==> src/dpf_pkg.sv <==
/*
 Package for the dual-port buffer: register map, flag layout, reset values, modes.
 Assumes a 32-bit Avalon-MM slave with word addressing by byte address / 4.
*/
package dpf_pkg;
   localparam int DEPTH_DEF = 16;
   localparam int WIDTH_DEF = 5;
   localparam logic [7:0] OFF_CTRL = 8'h00;
   localparam logic [7:0] OFF_STATUS = 8'h04;
   localparam logic [7:0] OFF_LEVEL = 8'h08;
   localparam logic [7:0] OFF_IRQ_STAT = 8'h0c;
   localparam logic [7:0] OFF_IRQ_MASK = 8'h10;
   localparam logic [7:0] OFF_WDATA = 8'h14;
   localparam logic [7:0] OFF_RDATA = 8'h18;
   localparam int FLAG_FULL = 0;
   localparam int FLAG_EMPTY = 1;
   localparam int FLAG_NEAR_FULL = 2;
   localparam int FLAG_NEAR_EMPTY = 3;
   localparam int FLAG_ALMOST = 4;
   localparam int FLAG_HALF = 5;
   localparam int FLAG_WR_REFUSED = 6;
   localparam int FLAG_RD_REFUSED = 7;
   localparam int NUM_FLAGS = 8;
   localparam logic [1:0] CTRL_RESET = 2'h0;
   localparam logic [7:0] MASK_RESET = 8'h00;
   localparam logic [31:0] BAD_ADDR_DATA = 32'h0000_0000;
   localparam int ALMOST_OFFSET = 2;
   typedef enum logic {DPF_ORG_POINTER, DPF_ORG_CHAIN} dpf_org_t;
   typedef enum logic {DPF_OFFSET_TWO, DPF_OFFSET_ONE} dpf_offset_t;
endpackage

==> src/dpf_mem_if.sv <==
/*
 Interface carrying the write and read ports between the buffer control and its storage.
 Assumes a single clock; the storage answers reads one cycle later.
*/
`timescale 1ns/1ps
`default_nettype none
interface dpf_mem_if #(parameter int WIDTH = 5, parameter int AW = 4);
   logic wr_en;
   logic [AW-1:0] wr_addr;
   logic [WIDTH-1:0] wr_data;
   logic [AW-1:0] rd_addr;
   logic [WIDTH-1:0] rd_data;
   modport ctrl (output wr_en, output wr_addr, output wr_data, output rd_addr, input rd_data);
   modport mem (input wr_en, input wr_addr, input wr_data, input rd_addr, output rd_data);
endinterface
`default_nettype wire

==> src/dpf_ram.sv <==
/*
 Dual-port storage: one write port, one registered read port.
 Assumes the controller never writes a slot the reader is draining.
*/
`timescale 1ns/1ps
`default_nettype none
module dpf_ram #(parameter int WIDTH = 5, parameter int AW = 4)
(
   input wire logic ref_clk,
   dpf_mem_if.mem port
);
   logic [WIDTH-1:0] store [0:(1<<AW)-1];
   logic [WIDTH-1:0] rd_data_reg;
   always_ff @(posedge ref_clk)
   begin
      if (port.wr_en)
      begin
         store[port.wr_addr] <= port.wr_data;
      end
      rd_data_reg <= store[port.rd_addr];
   end
   assign port.rd_data = rd_data_reg;
endmodule // dpf_ram
`default_nettype wire

==> src/dpf_fifo.sv <==
/*
 Dual-port first-in first-out buffer with a pointer RAM form and a shifting chain form,
 status flags, sticky events with mask and one level interrupt, Avalon-MM registers.
 Assumes producer and consumer logic sit on ref_clk; software may also push and pop.
*/
`timescale 1ns/1ps
`default_nettype none
module dpf_fifo #(
   parameter int WIDTH = dpf_pkg::WIDTH_DEF,
   parameter int DEPTH = dpf_pkg::DEPTH_DEF,
   parameter dpf_pkg::dpf_org_t ORG = dpf_pkg::DPF_ORG_POINTER
)
(
   input wire logic ref_clk,
   input wire logic rst,
   input wire logic wr_req,
   input wire logic [WIDTH-1:0] wr_data,
   output logic wr_ready,
   input wire logic rd_req,
   output logic [WIDTH-1:0] rd_data,
   output logic rd_valid,
   output logic flag_full,
   output logic flag_empty,
   output logic flag_near_full,
   output logic flag_near_empty,
   output logic flag_almost,
   output logic flag_half,
   output logic irq,
   input wire logic [4:0] avs_address,
   input wire logic avs_read,
   input wire logic avs_write,
   input wire logic [31:0] avs_writedata,
   output logic [31:0] avs_readdata,
   output logic avs_waitrequest
);
   localparam int AW = $clog2(DEPTH);
   localparam logic [AW:0] DEPTH_C = (AW+1)'(DEPTH);
   localparam logic [AW:0] HALF_C = (AW+1)'(DEPTH / 2);
   localparam logic [AW:0] ONE_C = (AW+1)'(1);
   localparam logic [AW:0] TWO_C = (AW+1)'(dpf_pkg::ALMOST_OFFSET);

   logic [AW-1:0] wptr_reg;
   logic [AW-1:0] rptr_reg;
   logic [AW:0] count_reg;
   logic [1:0] ctrl_reg;
   logic [7:0] irq_stat_reg;
   logic [7:0] irq_mask_reg;
   logic [7:0] flags_prev_reg;
   logic [WIDTH-1:0] rd_data_reg;
   logic rd_valid_reg;
   logic ack_reg;
   logic [31:0] avs_readdata_reg;
   logic [WIDTH-1:0] bus_wdata_reg;
   logic bus_push_reg;
   logic bus_pop_reg;

   // Bus decode
   wire [7:0] byte_addr = {1'b0, avs_address, 2'b00};
   wire bus_cycle = (avs_read | avs_write) & ~ack_reg;
   wire hit_ctrl = byte_addr == dpf_pkg::OFF_CTRL;
   wire hit_status = byte_addr == dpf_pkg::OFF_STATUS;
   wire hit_level = byte_addr == dpf_pkg::OFF_LEVEL;
   wire hit_istat = byte_addr == dpf_pkg::OFF_IRQ_STAT;
   wire hit_imask = byte_addr == dpf_pkg::OFF_IRQ_MASK;
   wire hit_wdata = byte_addr == dpf_pkg::OFF_WDATA;
   wire hit_rdata = byte_addr == dpf_pkg::OFF_RDATA;
   wire bus_wr = bus_cycle & avs_write;
   wire bus_rd = bus_cycle & avs_read;
   wire sw_enable = ctrl_reg[0];
   wire offset_one = ctrl_reg[1];

   // Software push and pop share the ports; the producer and consumer pins win.
   wire push_any = wr_req | bus_push_reg;
   wire [WIDTH-1:0] push_data = wr_req ? wr_data : bus_wdata_reg;
   wire pop_any = rd_req | bus_pop_reg;
   wire full_w = count_reg == DEPTH_C;
   wire empty_w = count_reg == '0;
   wire do_wr = push_any & ~full_w & sw_enable;
   wire do_rd = pop_any & ~empty_w & sw_enable;
   wire wr_refused = push_any & ~do_wr;
   wire rd_refused = pop_any & ~do_rd;

   // Offset flags
   wire [AW:0] near_gap = offset_one ? ONE_C : TWO_C;
   wire near_full_w = count_reg >= DEPTH_C - near_gap;
   wire near_empty_w = count_reg <= near_gap;
   wire almost_w = near_full_w | near_empty_w;
   wire half_w = count_reg >= HALF_C;
   wire [7:0] flags_now = {rd_refused, wr_refused, half_w, almost_w,
                           near_empty_w, near_full_w, empty_w, full_w};
   wire [7:0] flag_rise = flags_now & ~flags_prev_reg;
   wire [7:0] istat_clr = (bus_wr & hit_istat) ? avs_writedata[7:0] : 8'h00;
   wire [7:0] irq_stat_next = (irq_stat_reg & ~istat_clr) | flag_rise;
   wire [WIDTH-1:0] head_data;

   assign wr_ready = ~full_w & sw_enable;
   assign flag_full = full_w;
   assign flag_empty = empty_w;
   assign flag_near_full = near_full_w;
   assign flag_near_empty = near_empty_w;
   assign flag_almost = almost_w;
   assign flag_half = half_w;
   assign irq = |(irq_stat_reg & irq_mask_reg);
   assign rd_data = rd_data_reg;
   assign rd_valid = rd_valid_reg;
   assign avs_readdata = avs_readdata_reg;
   assign avs_waitrequest = bus_cycle;

   generate
      if (ORG == dpf_pkg::DPF_ORG_POINTER)
      begin : g_ram
         dpf_mem_if #(.WIDTH(WIDTH), .AW(AW)) mem_bus ();
         assign mem_bus.wr_en = do_wr;
         assign mem_bus.wr_addr = wptr_reg;
         assign mem_bus.wr_data = push_data;
         // Read address looks ahead so the head word sits ready: fall-through in one cycle
         assign mem_bus.rd_addr = do_rd ? AW'(rptr_reg + 1'b1) : rptr_reg;
         dpf_ram #(.WIDTH(WIDTH), .AW(AW)) u_ram
         (
            .ref_clk(ref_clk),
            .port(mem_bus.mem)
         );
         // Bypass covers a write into the slot the read side is about to show
         logic byp_reg;
         logic [WIDTH-1:0] byp_data_reg;
         always_ff @(posedge ref_clk or posedge rst)
         begin
            if (rst)
            begin
               byp_reg <= 1'b0;
               byp_data_reg <= '0;
            end
            else
            begin
               byp_reg <= do_wr & (wptr_reg == mem_bus.rd_addr);
               byp_data_reg <= push_data;
            end
         end
         assign head_data = byp_reg ? byp_data_reg : mem_bus.rd_data;
      end
      else
      begin : g_chain
         // Stages packed toward the output; stage 0 is the output end
         logic [WIDTH-1:0] stage_reg [0:DEPTH-1];
         for (genvar i = 0; i < DEPTH; i++)
         begin : g_stage
            wire [AW:0] idx = (AW+1)'(i);
            wire [AW:0] fill_at = do_rd ? count_reg - ONE_C : count_reg;
            always_ff @(posedge ref_clk)
            begin
               if (do_wr & (idx == fill_at))
               begin
                  stage_reg[i] <= push_data;
               end
               else if (do_rd && i < DEPTH - 1)
               begin
                  stage_reg[i] <= stage_reg[i+1];
               end
            end
         end
         assign head_data = stage_reg[0];
      end
   endgenerate

   // Pointers and fill count
   always_ff @(posedge ref_clk or posedge rst)
   begin
      if (rst)
      begin
         wptr_reg <= '0;
         rptr_reg <= '0;
         count_reg <= '0;
      end
      else
      begin
         if (do_wr)
         begin
            wptr_reg <= (wptr_reg == AW'(DEPTH - 1)) ? '0 : AW'(wptr_reg + 1'b1);
         end
         if (do_rd)
         begin
            rptr_reg <= (rptr_reg == AW'(DEPTH - 1)) ? '0 : AW'(rptr_reg + 1'b1);
         end
         count_reg <= count_reg + (AW+1)'(do_wr) - (AW+1)'(do_rd);
      end
   end

   // Read port: data of a taken read appear one cycle later
   always_ff @(posedge ref_clk or posedge rst)
   begin
      if (rst)
      begin
         rd_data_reg <= '0;
         rd_valid_reg <= 1'b0;
      end
      else
      begin
         rd_valid_reg <= do_rd;
         if (do_rd)
         begin
            rd_data_reg <= head_data;
         end
      end
   end

   // Registers, events and bus handshake
   always_ff @(posedge ref_clk or posedge rst)
   begin
      if (rst)
      begin
         ctrl_reg <= dpf_pkg::CTRL_RESET;
         irq_mask_reg <= dpf_pkg::MASK_RESET;
         irq_stat_reg <= '0;
         flags_prev_reg <= '0;
         ack_reg <= 1'b0;
         avs_readdata_reg <= '0;
         bus_wdata_reg <= '0;
         bus_push_reg <= 1'b0;
         bus_pop_reg <= 1'b0;
      end
      else
      begin
         ack_reg <= bus_cycle;
         flags_prev_reg <= flags_now;
         // Set wins over a clear in the same cycle
         irq_stat_reg <= irq_stat_next;
         bus_push_reg <= bus_wr & hit_wdata;
         bus_pop_reg <= bus_rd & hit_rdata;
         if (bus_wr & hit_wdata)
         begin
            bus_wdata_reg <= avs_writedata[WIDTH-1:0];
         end
         if (bus_wr & hit_ctrl)
         begin
            ctrl_reg <= avs_writedata[1:0];
         end
         if (bus_wr & hit_imask)
         begin
            irq_mask_reg <= avs_writedata[7:0];
         end
         if (bus_rd)
         begin
            avs_readdata_reg <= hit_ctrl ? {30'h0, ctrl_reg} :
                                hit_status ? {24'h0, flags_now} :
                                hit_level ? 32'((count_reg)) :
                                hit_istat ? {24'h0, irq_stat_reg} :
                                hit_imask ? {24'h0, irq_mask_reg} :
                                hit_rdata ? 32'(head_data) | {31'h0, empty_w} << 31 :
                                dpf_pkg::BAD_ADDR_DATA;
         end
      end
   end
endmodule // dpf_fifo
`default_nettype wire

==> config.mk <==
export PLATFORM = sky130hd
export DESIGN_NAME = dpf_fifo
export DESIGN_NICKNAME = d
export VERILOG_FILES = /design/src/dpf_pkg.sv /design/src/dpf_mem_if.sv /design/src/dpf_ram.sv /design/src/dpf_fifo.sv
export SDC_FILE = /design/constraint.sdc
export NUM_CORES = 1
export LEC_CHECK = 0
export BUFFER_PORTS_ARGS = -buffer_cell sky130_fd_sc_hd__buf_2
export CAP_MARGIN = 10
export CORE_AREA = 2 2 139 141
export CTS_BUF_LIST = sky130_fd_sc_hd__clkbuf_8 sky130_fd_sc_hd__clkbuf_16
export DETAILED_ROUTE_END_ITERATION = 10
export DIE_AREA = 0 0 141 143
export SYNTH_ARGS = -nofsm -noshare
export SYNTH_HDL_FRONTEND = slang
export SYNTH_SLANG_ARGS = --single-unit
==> constraint.sdc <==
create_clock -name ref_clk -period 3.19 [get_ports ref_clk]
set_clock_uncertainty 0.05 [all_clocks]
set_input_delay 0.1595 -clock ref_clk [delete_from_list [all_inputs] [get_ports ref_clk]]
set_output_delay 0.1595 -clock ref_clk [all_outputs]
set_load 0.005 [all_outputs]
Word level (Yosys, flattened, before mapping)
Memories as Yosys holds them, arrays and structs flattened. A register that Yosys moved wholly into a read port is not among the register bits.
Index checks and enable logic that the tools add are counted.
- register bits after elaboration: 91
- latch bits: 0
- RAM bits: 80
- memory bits (read-only): 0
- output and inout port bits: 47
- logic and storage cells: 85
- memories: 1
- add/subtract/negate cells: 5
- $mul: 0
- div/mod/pow operators: 0
- order comparisons: 3
- equal/unequal tests: 10
- shifts and indexed selects: 0
- muxes and demuxes: 15
- bitwise logic cells: 32
- reduce and logical (&&, ||, !) cells: 3
- memory list (memory ; depth ; bits a word ; read ports ; clocked after Yosys merged registers in ; write ports ; RTL line ; RTL):
    g_ram.u_ram.store ; 16 ; 5 ; 1 ; 1 ; 1 ; dpf_ram.sv:12 ; logic [WIDTH-1:0] store [0:(1<<AW)-1];
- operator list (kind ; count):
    $mux W32 ; 6
    $or A5 B32 Y32 ; 1
    $and A8 B8 Y8 ; 3
    $and A1 B1 Y1 ; 16
    $not A8 Y8 ; 2
    $eq A5 B3 Y1 const B ; 3
    $mux W4 ; 3
    $eq A5 B2 Y1 const B ; 2
    $mux W5 ; 2
    $add A4 B1 Y4 const B ; 2
    $eq A4 B4 Y1 const B ; 2
    $logic_not A8 Y1 ; 1
    $mux W8 ; 1
    $or A8 B8 Y8 ; 1
    $reduce_or A8 Y1 ; 1
    $add A5 B1 Y5 ; 1
    $eq A5 B1 Y1 const B ; 1
    $eq A5 B5 Y1 const B ; 1
    $ge A5 B4 Y1 const B ; 1
    $ge A5 B5 Y1 ; 1
    $le A5 B2 Y1 ; 1
    $logic_not A5 Y1 ; 1
    $not A1 Y1 ; 5
    $sub A5 B1 Y5 ; 1
    5 further kinds ; 9

Logic depth before layout (Yosys ltp)
- depth in word-level cells: 8
- depth in mapped cells: 17
- mapped depth without buffers: 16

Hierarchy
Synthesis repeated with hierarchy kept, for this count alone.
- cell total of the unflattened synthesis: 504
- area, all modules: 6904.1 um2
- by module, submodules not included (module ; times used ; cells each ; area an instance (um2)):
    dpf_fifo ; 1 ; 349 ; 3691.0
    dpf_ram ; 1 ; 155 ; 3213.1

Least setup slack after synthesis
OpenSTA, ideal clock, no wires.
- kind: register to register
- start: register count_reg[3]
- end: register count_reg[4]
- library setup time: 0.125 ns
- arrival: 2.749 ns
- data required time: 3.015 ns
- setup slack: 0.266 ns
- cell stages (with the launch flop): 17
- cells stage by stage: dfrtp_1 > inv_1 > ha_1 > or4b_4 > buf_6 > nand2_2 > clkbuf_1 > nand2_1 > nand2_1 > ha_1 > inv_1 > fa_1 > inv_1 > a21oi_1 > nor2_1 > nor2_1 > xor2_1
- cells in the longest elaborated chain, start to end: 6
- elaborated cells between the ends (all ways): 10
- classes of those cells: 2 x add/sub; 1 x eq/ne; 6 x bitwise; 1 x reduce/logical
- ends and longest elaborated chain (what ; RTL line ; RTL):
    start, declared ; dpf_fifo.sv:44 ; logic [AW:0] count_reg;
    start signal, assigned ; dpf_fifo.sv:184 ; count_reg <= count_reg + (AW+1)'(do_wr) - (AW+1)'(do_rd);
    $eq A5 B5 Y1 ; dpf_fifo.sv:76 ; wire full_w = count_reg == DEPTH_C;
    $not A1 Y1 ; dpf_fifo.sv:78 ; wire do_wr = push_any & ~full_w & sw_enable;
    $and A1 B1 Y1 (2 in series) ; dpf_fifo.sv:78 ;
    $add A5 B1 Y5 ; dpf_fifo.sv:184 ;
    $sub A5 B1 Y5 * ; dpf_fifo.sv:184 ;
Mark *: on every way between the ends. The rest lies on a longest branch, timed or not.
A chain may end at the register's enable or synchronous reset.

Worst setup path after layout
- start: register count_reg[3]
- end: register g_ram.u_ram.rd_data_reg[4] (netlist: g_ram.u_ram.port.rd_data[4]) (read register of g_ram.u_ram.store)
- cells in the longest elaborated chain, start to end: 5
- ends and longest elaborated chain (what ; RTL line ; RTL):
    $logic_not A5 Y1 ; dpf_fifo.sv:77 ; wire empty_w = count_reg == '0;
    $not A1 Y1 ; dpf_fifo.sv:79 ; wire do_rd = pop_any & ~empty_w & sw_enable;
    $and A1 B1 Y1 (2 in series) ; dpf_fifo.sv:79 ;
    $mux W4 ; dpf_fifo.sv:117 ; assign mem_bus.rd_addr = do_rd ? AW'(rptr_reg + 1'b1) : rptr_reg;
    end, declared ; dpf_ram.sv:13 ; logic [WIDTH-1:0] rd_data_reg;
No other way between the ends.

==> results list <==
- Async set-reset flop share out of synthesis: 0.444
- Final Wtd Congestion: around 0.88
- Switching part of the total: 0.359
- Cells after synthesis: slightly above 600
* Drt wl/cell: 19.6 µm
- TritonCTS built the clock tree.
- Number of antenna repair diodes: 0
- The pre-antenna-repair detailed-routing pass consisted of 5 iterations.
* Antenna violations before repair: 0
* Residual DRC count: 0
- Syn_area_per_cell: 12.2 µm²
- In this run the worst hold path is classified as in2reg.
* Most used standard cell by instance count after synthesis: sky130_fd_sc_hd__edfxtp_1
* Gr usage total: 0.189
- Die Area: 0.0202 mm²
- The first global-routing pass estimated around 29000 µm of wire.
- For this run, the top clock speed supported by timing is about 0.33 GHz.
- Insertion delay to the later sink of the worst-skew pair: 0.44 ns
- The final number of hold-violating endpoints was 0.
- Via-per-instance ratio: ~5.5
- Cell types occupying the most area after synthesis: sky130_fd_sc_hd__edfxtp_1 32%, sky130_fd_sc_hd__dfrtp_1 23%, sky130_fd_sc_hd__mux2i_1 4.3%, sky130_fd_sc_hd__mux2_2 3.4%, sky130_fd_sc_hd__ha_1 2.9%
- Clock-pin transition on the worst setup and hold timing paths: 0.07 ns
* Core Rows: 50
- Area occupied by multi-input gates: 0.00288 mm²
- Worst hold slack after final layout: between 0.05 and 0.06 ns
- Setup TNS after final layout: 0 ns
- Clock network fraction of total power: 0.293
- The clock passes through at most 2 buffers.
- Proportion of layout cells with a drive suffix above 1: 0.208
- Final design utilization: 0.462
* Worst slew pin tran: 0.918 ns
* Final layout net count: 740
- Layout overhead on the synthesized area: 16.1%
- Drt first-iter violations: 369
- Category of the worst setup path capture point: flip-flop
* Minimum clock period after layout: roughly 3.1 ns
- CTS root buf: sky130_fd_sc_hd__clkbuf_16
* Switching power total: 2.52 mW
- Data arrival time of the critical path: 3.34 ns
- In this run, CTS created clock tree buffers numbering 17.
- Warning count from the yosys run: 0
- Htree depth: 4
- In this run the static leakage power is 3.52 nW.
* Worst max-slew margin expressed relative to the limit: 0.387
* Final design area excluding fillers: 0.00859 mm²
- Internal portion of total power: 4.50 mW
- Share of synthesized area occupied by flip-flops and latches: 0.569
* Number of setup buffers added after CTS: 0
- Of the post-synthesis cell area, the dominant cell type holds 0.325.
* Placeable core region: between 0.015 and 0.02 mm²
- The number of different library cells used by synthesis comes to 71.
- Setup violations remaining at the end of the flow were counted as 0.
* Part of the power in combinational logic: 0.338
- Post-synth top flop: sky130_fd_sc_hd__edfxtp_1
- Post-Place Cell Area: about 0.0078 mm²
* Largest register FFs: 80
- In this run, synthesis produced a sequential element count of 153.
- DP Wirelength: about 13000 µm
* Outcome: complete, no violations
* Horizontal extent of the die: 141 µm
* Number of global-route vias before repair: 5080
* ANT nets after route: 0
- Post-synthesis instance area: between 0.007 and 0.008 mm²
- In this run the worst path has a maximum fanout of 10.
- Of the total power, registers draw 0.369.
- Cell type with the largest total area after synthesis: sky130_fd_sc_hd__edfxtp_1
- Critical path class: reg2reg
- IR drop worst, VDD: 0.000347 V
- 95 I/O pins were placed.
* DR vias: 5020
- Area taken by flip-flops and latches: 0.00420 mm²
- The total overflow left after global routing is 0.
* Number of enable-type register cells in the synthesized netlist: 80
- Data on the critical path is required at its endpoint by between 3 and 4 ns.
- Ranked by instance count, the synthesized netlist is headed by 80 x sky130_fd_sc_hd__edfxtp_1, 68 x sky130_fd_sc_hd__dfrtp_1, 55 x sky130_fd_sc_hd__nand2_1.
- Entering global routing, the biggest net connects 43 pins.
* Reported max-cap violation count: 0
- Launching element type of the critical path: flip-flop
- Fin. max-slew vios: 0
- Die boundary height: about 140 µm
- Period utilisation layout: 0.958
* Total wirelength of the detailed-routed design: 18000 µm
- Counting every sink on the clock net gives 153.
* Power density over the cells: just over 800 mW/mm²
- Setup repair after global routing left no endpoint under its margin.
- I/O Buffers: 47
* Initial core utilization: 0.398
- Total power after layout: 7.02 mW
* Fillcell total: 1693
-- final timing paths --
| kind | startpoint | endpoint | slack, ns | depth (start not counted) |
|---|---|---|---|---|
| setup / recovery | count_reg[3] | g_ram.u_ram.port.rd_data[4] | 0.13 | 9 |
| hold / removal | avs_address[4] | avs_readdata[6] | 0.05 | 3 |
| setup reg to reg | count_reg[3] | g_ram.u_ram.port.rd_data[4] | 0.13 | 9 |
| hold reg to reg | flags_prev_reg[0] | irq_stat_reg[0] | 0.37 | 1 |
| max in group asynchronous | rst | irq_mask_reg[2] | 1.92 | 4 |
| min in group asynchronous | rst | bus_wdata_reg[0] | 0.40 | 3 |
-- power groups by stage --
stage | sequential [mW] | clock [mW] | combinational (mW)
finish | 2.59 | 2.05 | 2.38
global route | 2.62 | 2.19 | 2.61
CTS | 2.59 | 2.08 | 2.36
detailed placement | 2.63 | 0 | 2.34
global placement | 2.61 | 0 | 2.27
floorplan | 2.55 | 0 | 1.67
-- per-stage QoR --
stage               worst slack (ns)  cells
floorplan                      0.266    628
global placement               0.154    877
detailed placement            0.0269    877
CTS                           0.0223    921
global route                  0.0164    921
finish                         0.133    921
-- routing by layer --
layer / GRT usage / part of all wire / vias to the layer above / wire (µm)
met1: 0.266 / 0.47 / 2488 / 8410
met3: 0.0402 / 0.058 / 12 / 1040
met5: 0 / 0 / - / 0
met2: 0.294 / 0.47 / 179 / 8420
li1: - / - / 2341 / -
met4: 0.0589 / 0.0094 / 0 / 170
-- worst max-delay path: stages, from the launching register on --
cell,delay [ns]
sky130_fd_sc_hd__dfrtp_1,0.41
sky130_fd_sc_hd__inv_1,0.17
sky130_fd_sc_hd__ha_1,0.23
sky130_fd_sc_hd__or4b_4,0.55
sky130_fd_sc_hd__clkinv_2,0.10
sky130_fd_sc_hd__buf_4,0.18
sky130_fd_sc_hd__nor3_1,0.10
sky130_fd_sc_hd__xnor2_1,0.61
sky130_fd_sc_hd__a31oi_1,0.26
sky130_fd_sc_hd__o211ai_1,0.29
-- repair_timing --
item	4_1_cts	5_1_grt
resized for setup	0	4
hold endpoints to repair	63	0
endpoints found under the setup margin	0	5
hold buffers	12	0
-- layout by cell type, fill, tap and decap left out, types with 5 or more instances in the layout --
cell / instances
sky130_fd_sc_hd__clkbuf_16: 17
sky130_fd_sc_hd__edfxtp_1: 80
sky130_fd_sc_hd__nor3_1: 10
sky130_fd_sc_hd__o2bb2ai_1: 5
sky130_fd_sc_hd__a22oi_1: 8
sky130_fd_sc_hd__nor2b_1: 9
sky130_fd_sc_hd__dfxtp_1: 5
sky130_fd_sc_hd__mux4_2: 5
sky130_fd_sc_hd__inv_1: 21
sky130_fd_sc_hd__mux2_2: 22
sky130_fd_sc_hd__a21oi_1: 18
sky130_fd_sc_hd__dlygate4sd3_1: 12
sky130_fd_sc_hd__buf_2: 47
sky130_fd_sc_hd__a211oi_1: 5
sky130_fd_sc_hd__and2_1: 15
sky130_fd_sc_hd__buf_4: 18
sky130_fd_sc_hd__dfrtp_1: 68
sky130_fd_sc_hd__ha_1: 17
sky130_fd_sc_hd__o21ai_0: 27
sky130_fd_sc_hd__nand2_1: 55
sky130_fd_sc_hd__a31oi_1: 5
sky130_fd_sc_hd__nor2_1: 23
sky130_fd_sc_hd__nand3_1: 11
sky130_fd_sc_hd__o31ai_1: 6
sky130_fd_sc_hd__xnor2_1: 8
sky130_fd_sc_hd__a21o_1: 8
sky130_fd_sc_hd__conb_1: 23
sky130_fd_sc_hd__mux2i_1: 32
-- area by class of cell --
class	count	share of cell area
Clock buffer	17	0.0495
Clock inverter	15	0.0211
Inverter	25	0.0111
Multi-Input combinational cell	399	0.335
Sequential cell	153	0.490
Tap cell	234	0.0341
Timing Repair Buffer	78	0.0594
-- kinds of logic after synthesis --
logic type,after synthesis,synth area share
xor+xnor,12,0.0168
flops,153,0.569
other cells,1,0.000507
buf+inv,76,0.0548
simple gates,158,0.112
compound gates,128,0.122
fa+ha+maj,18,0.0315
mux,60,0.0941
No activity file was read; power rests on OpenSTA's default activity.
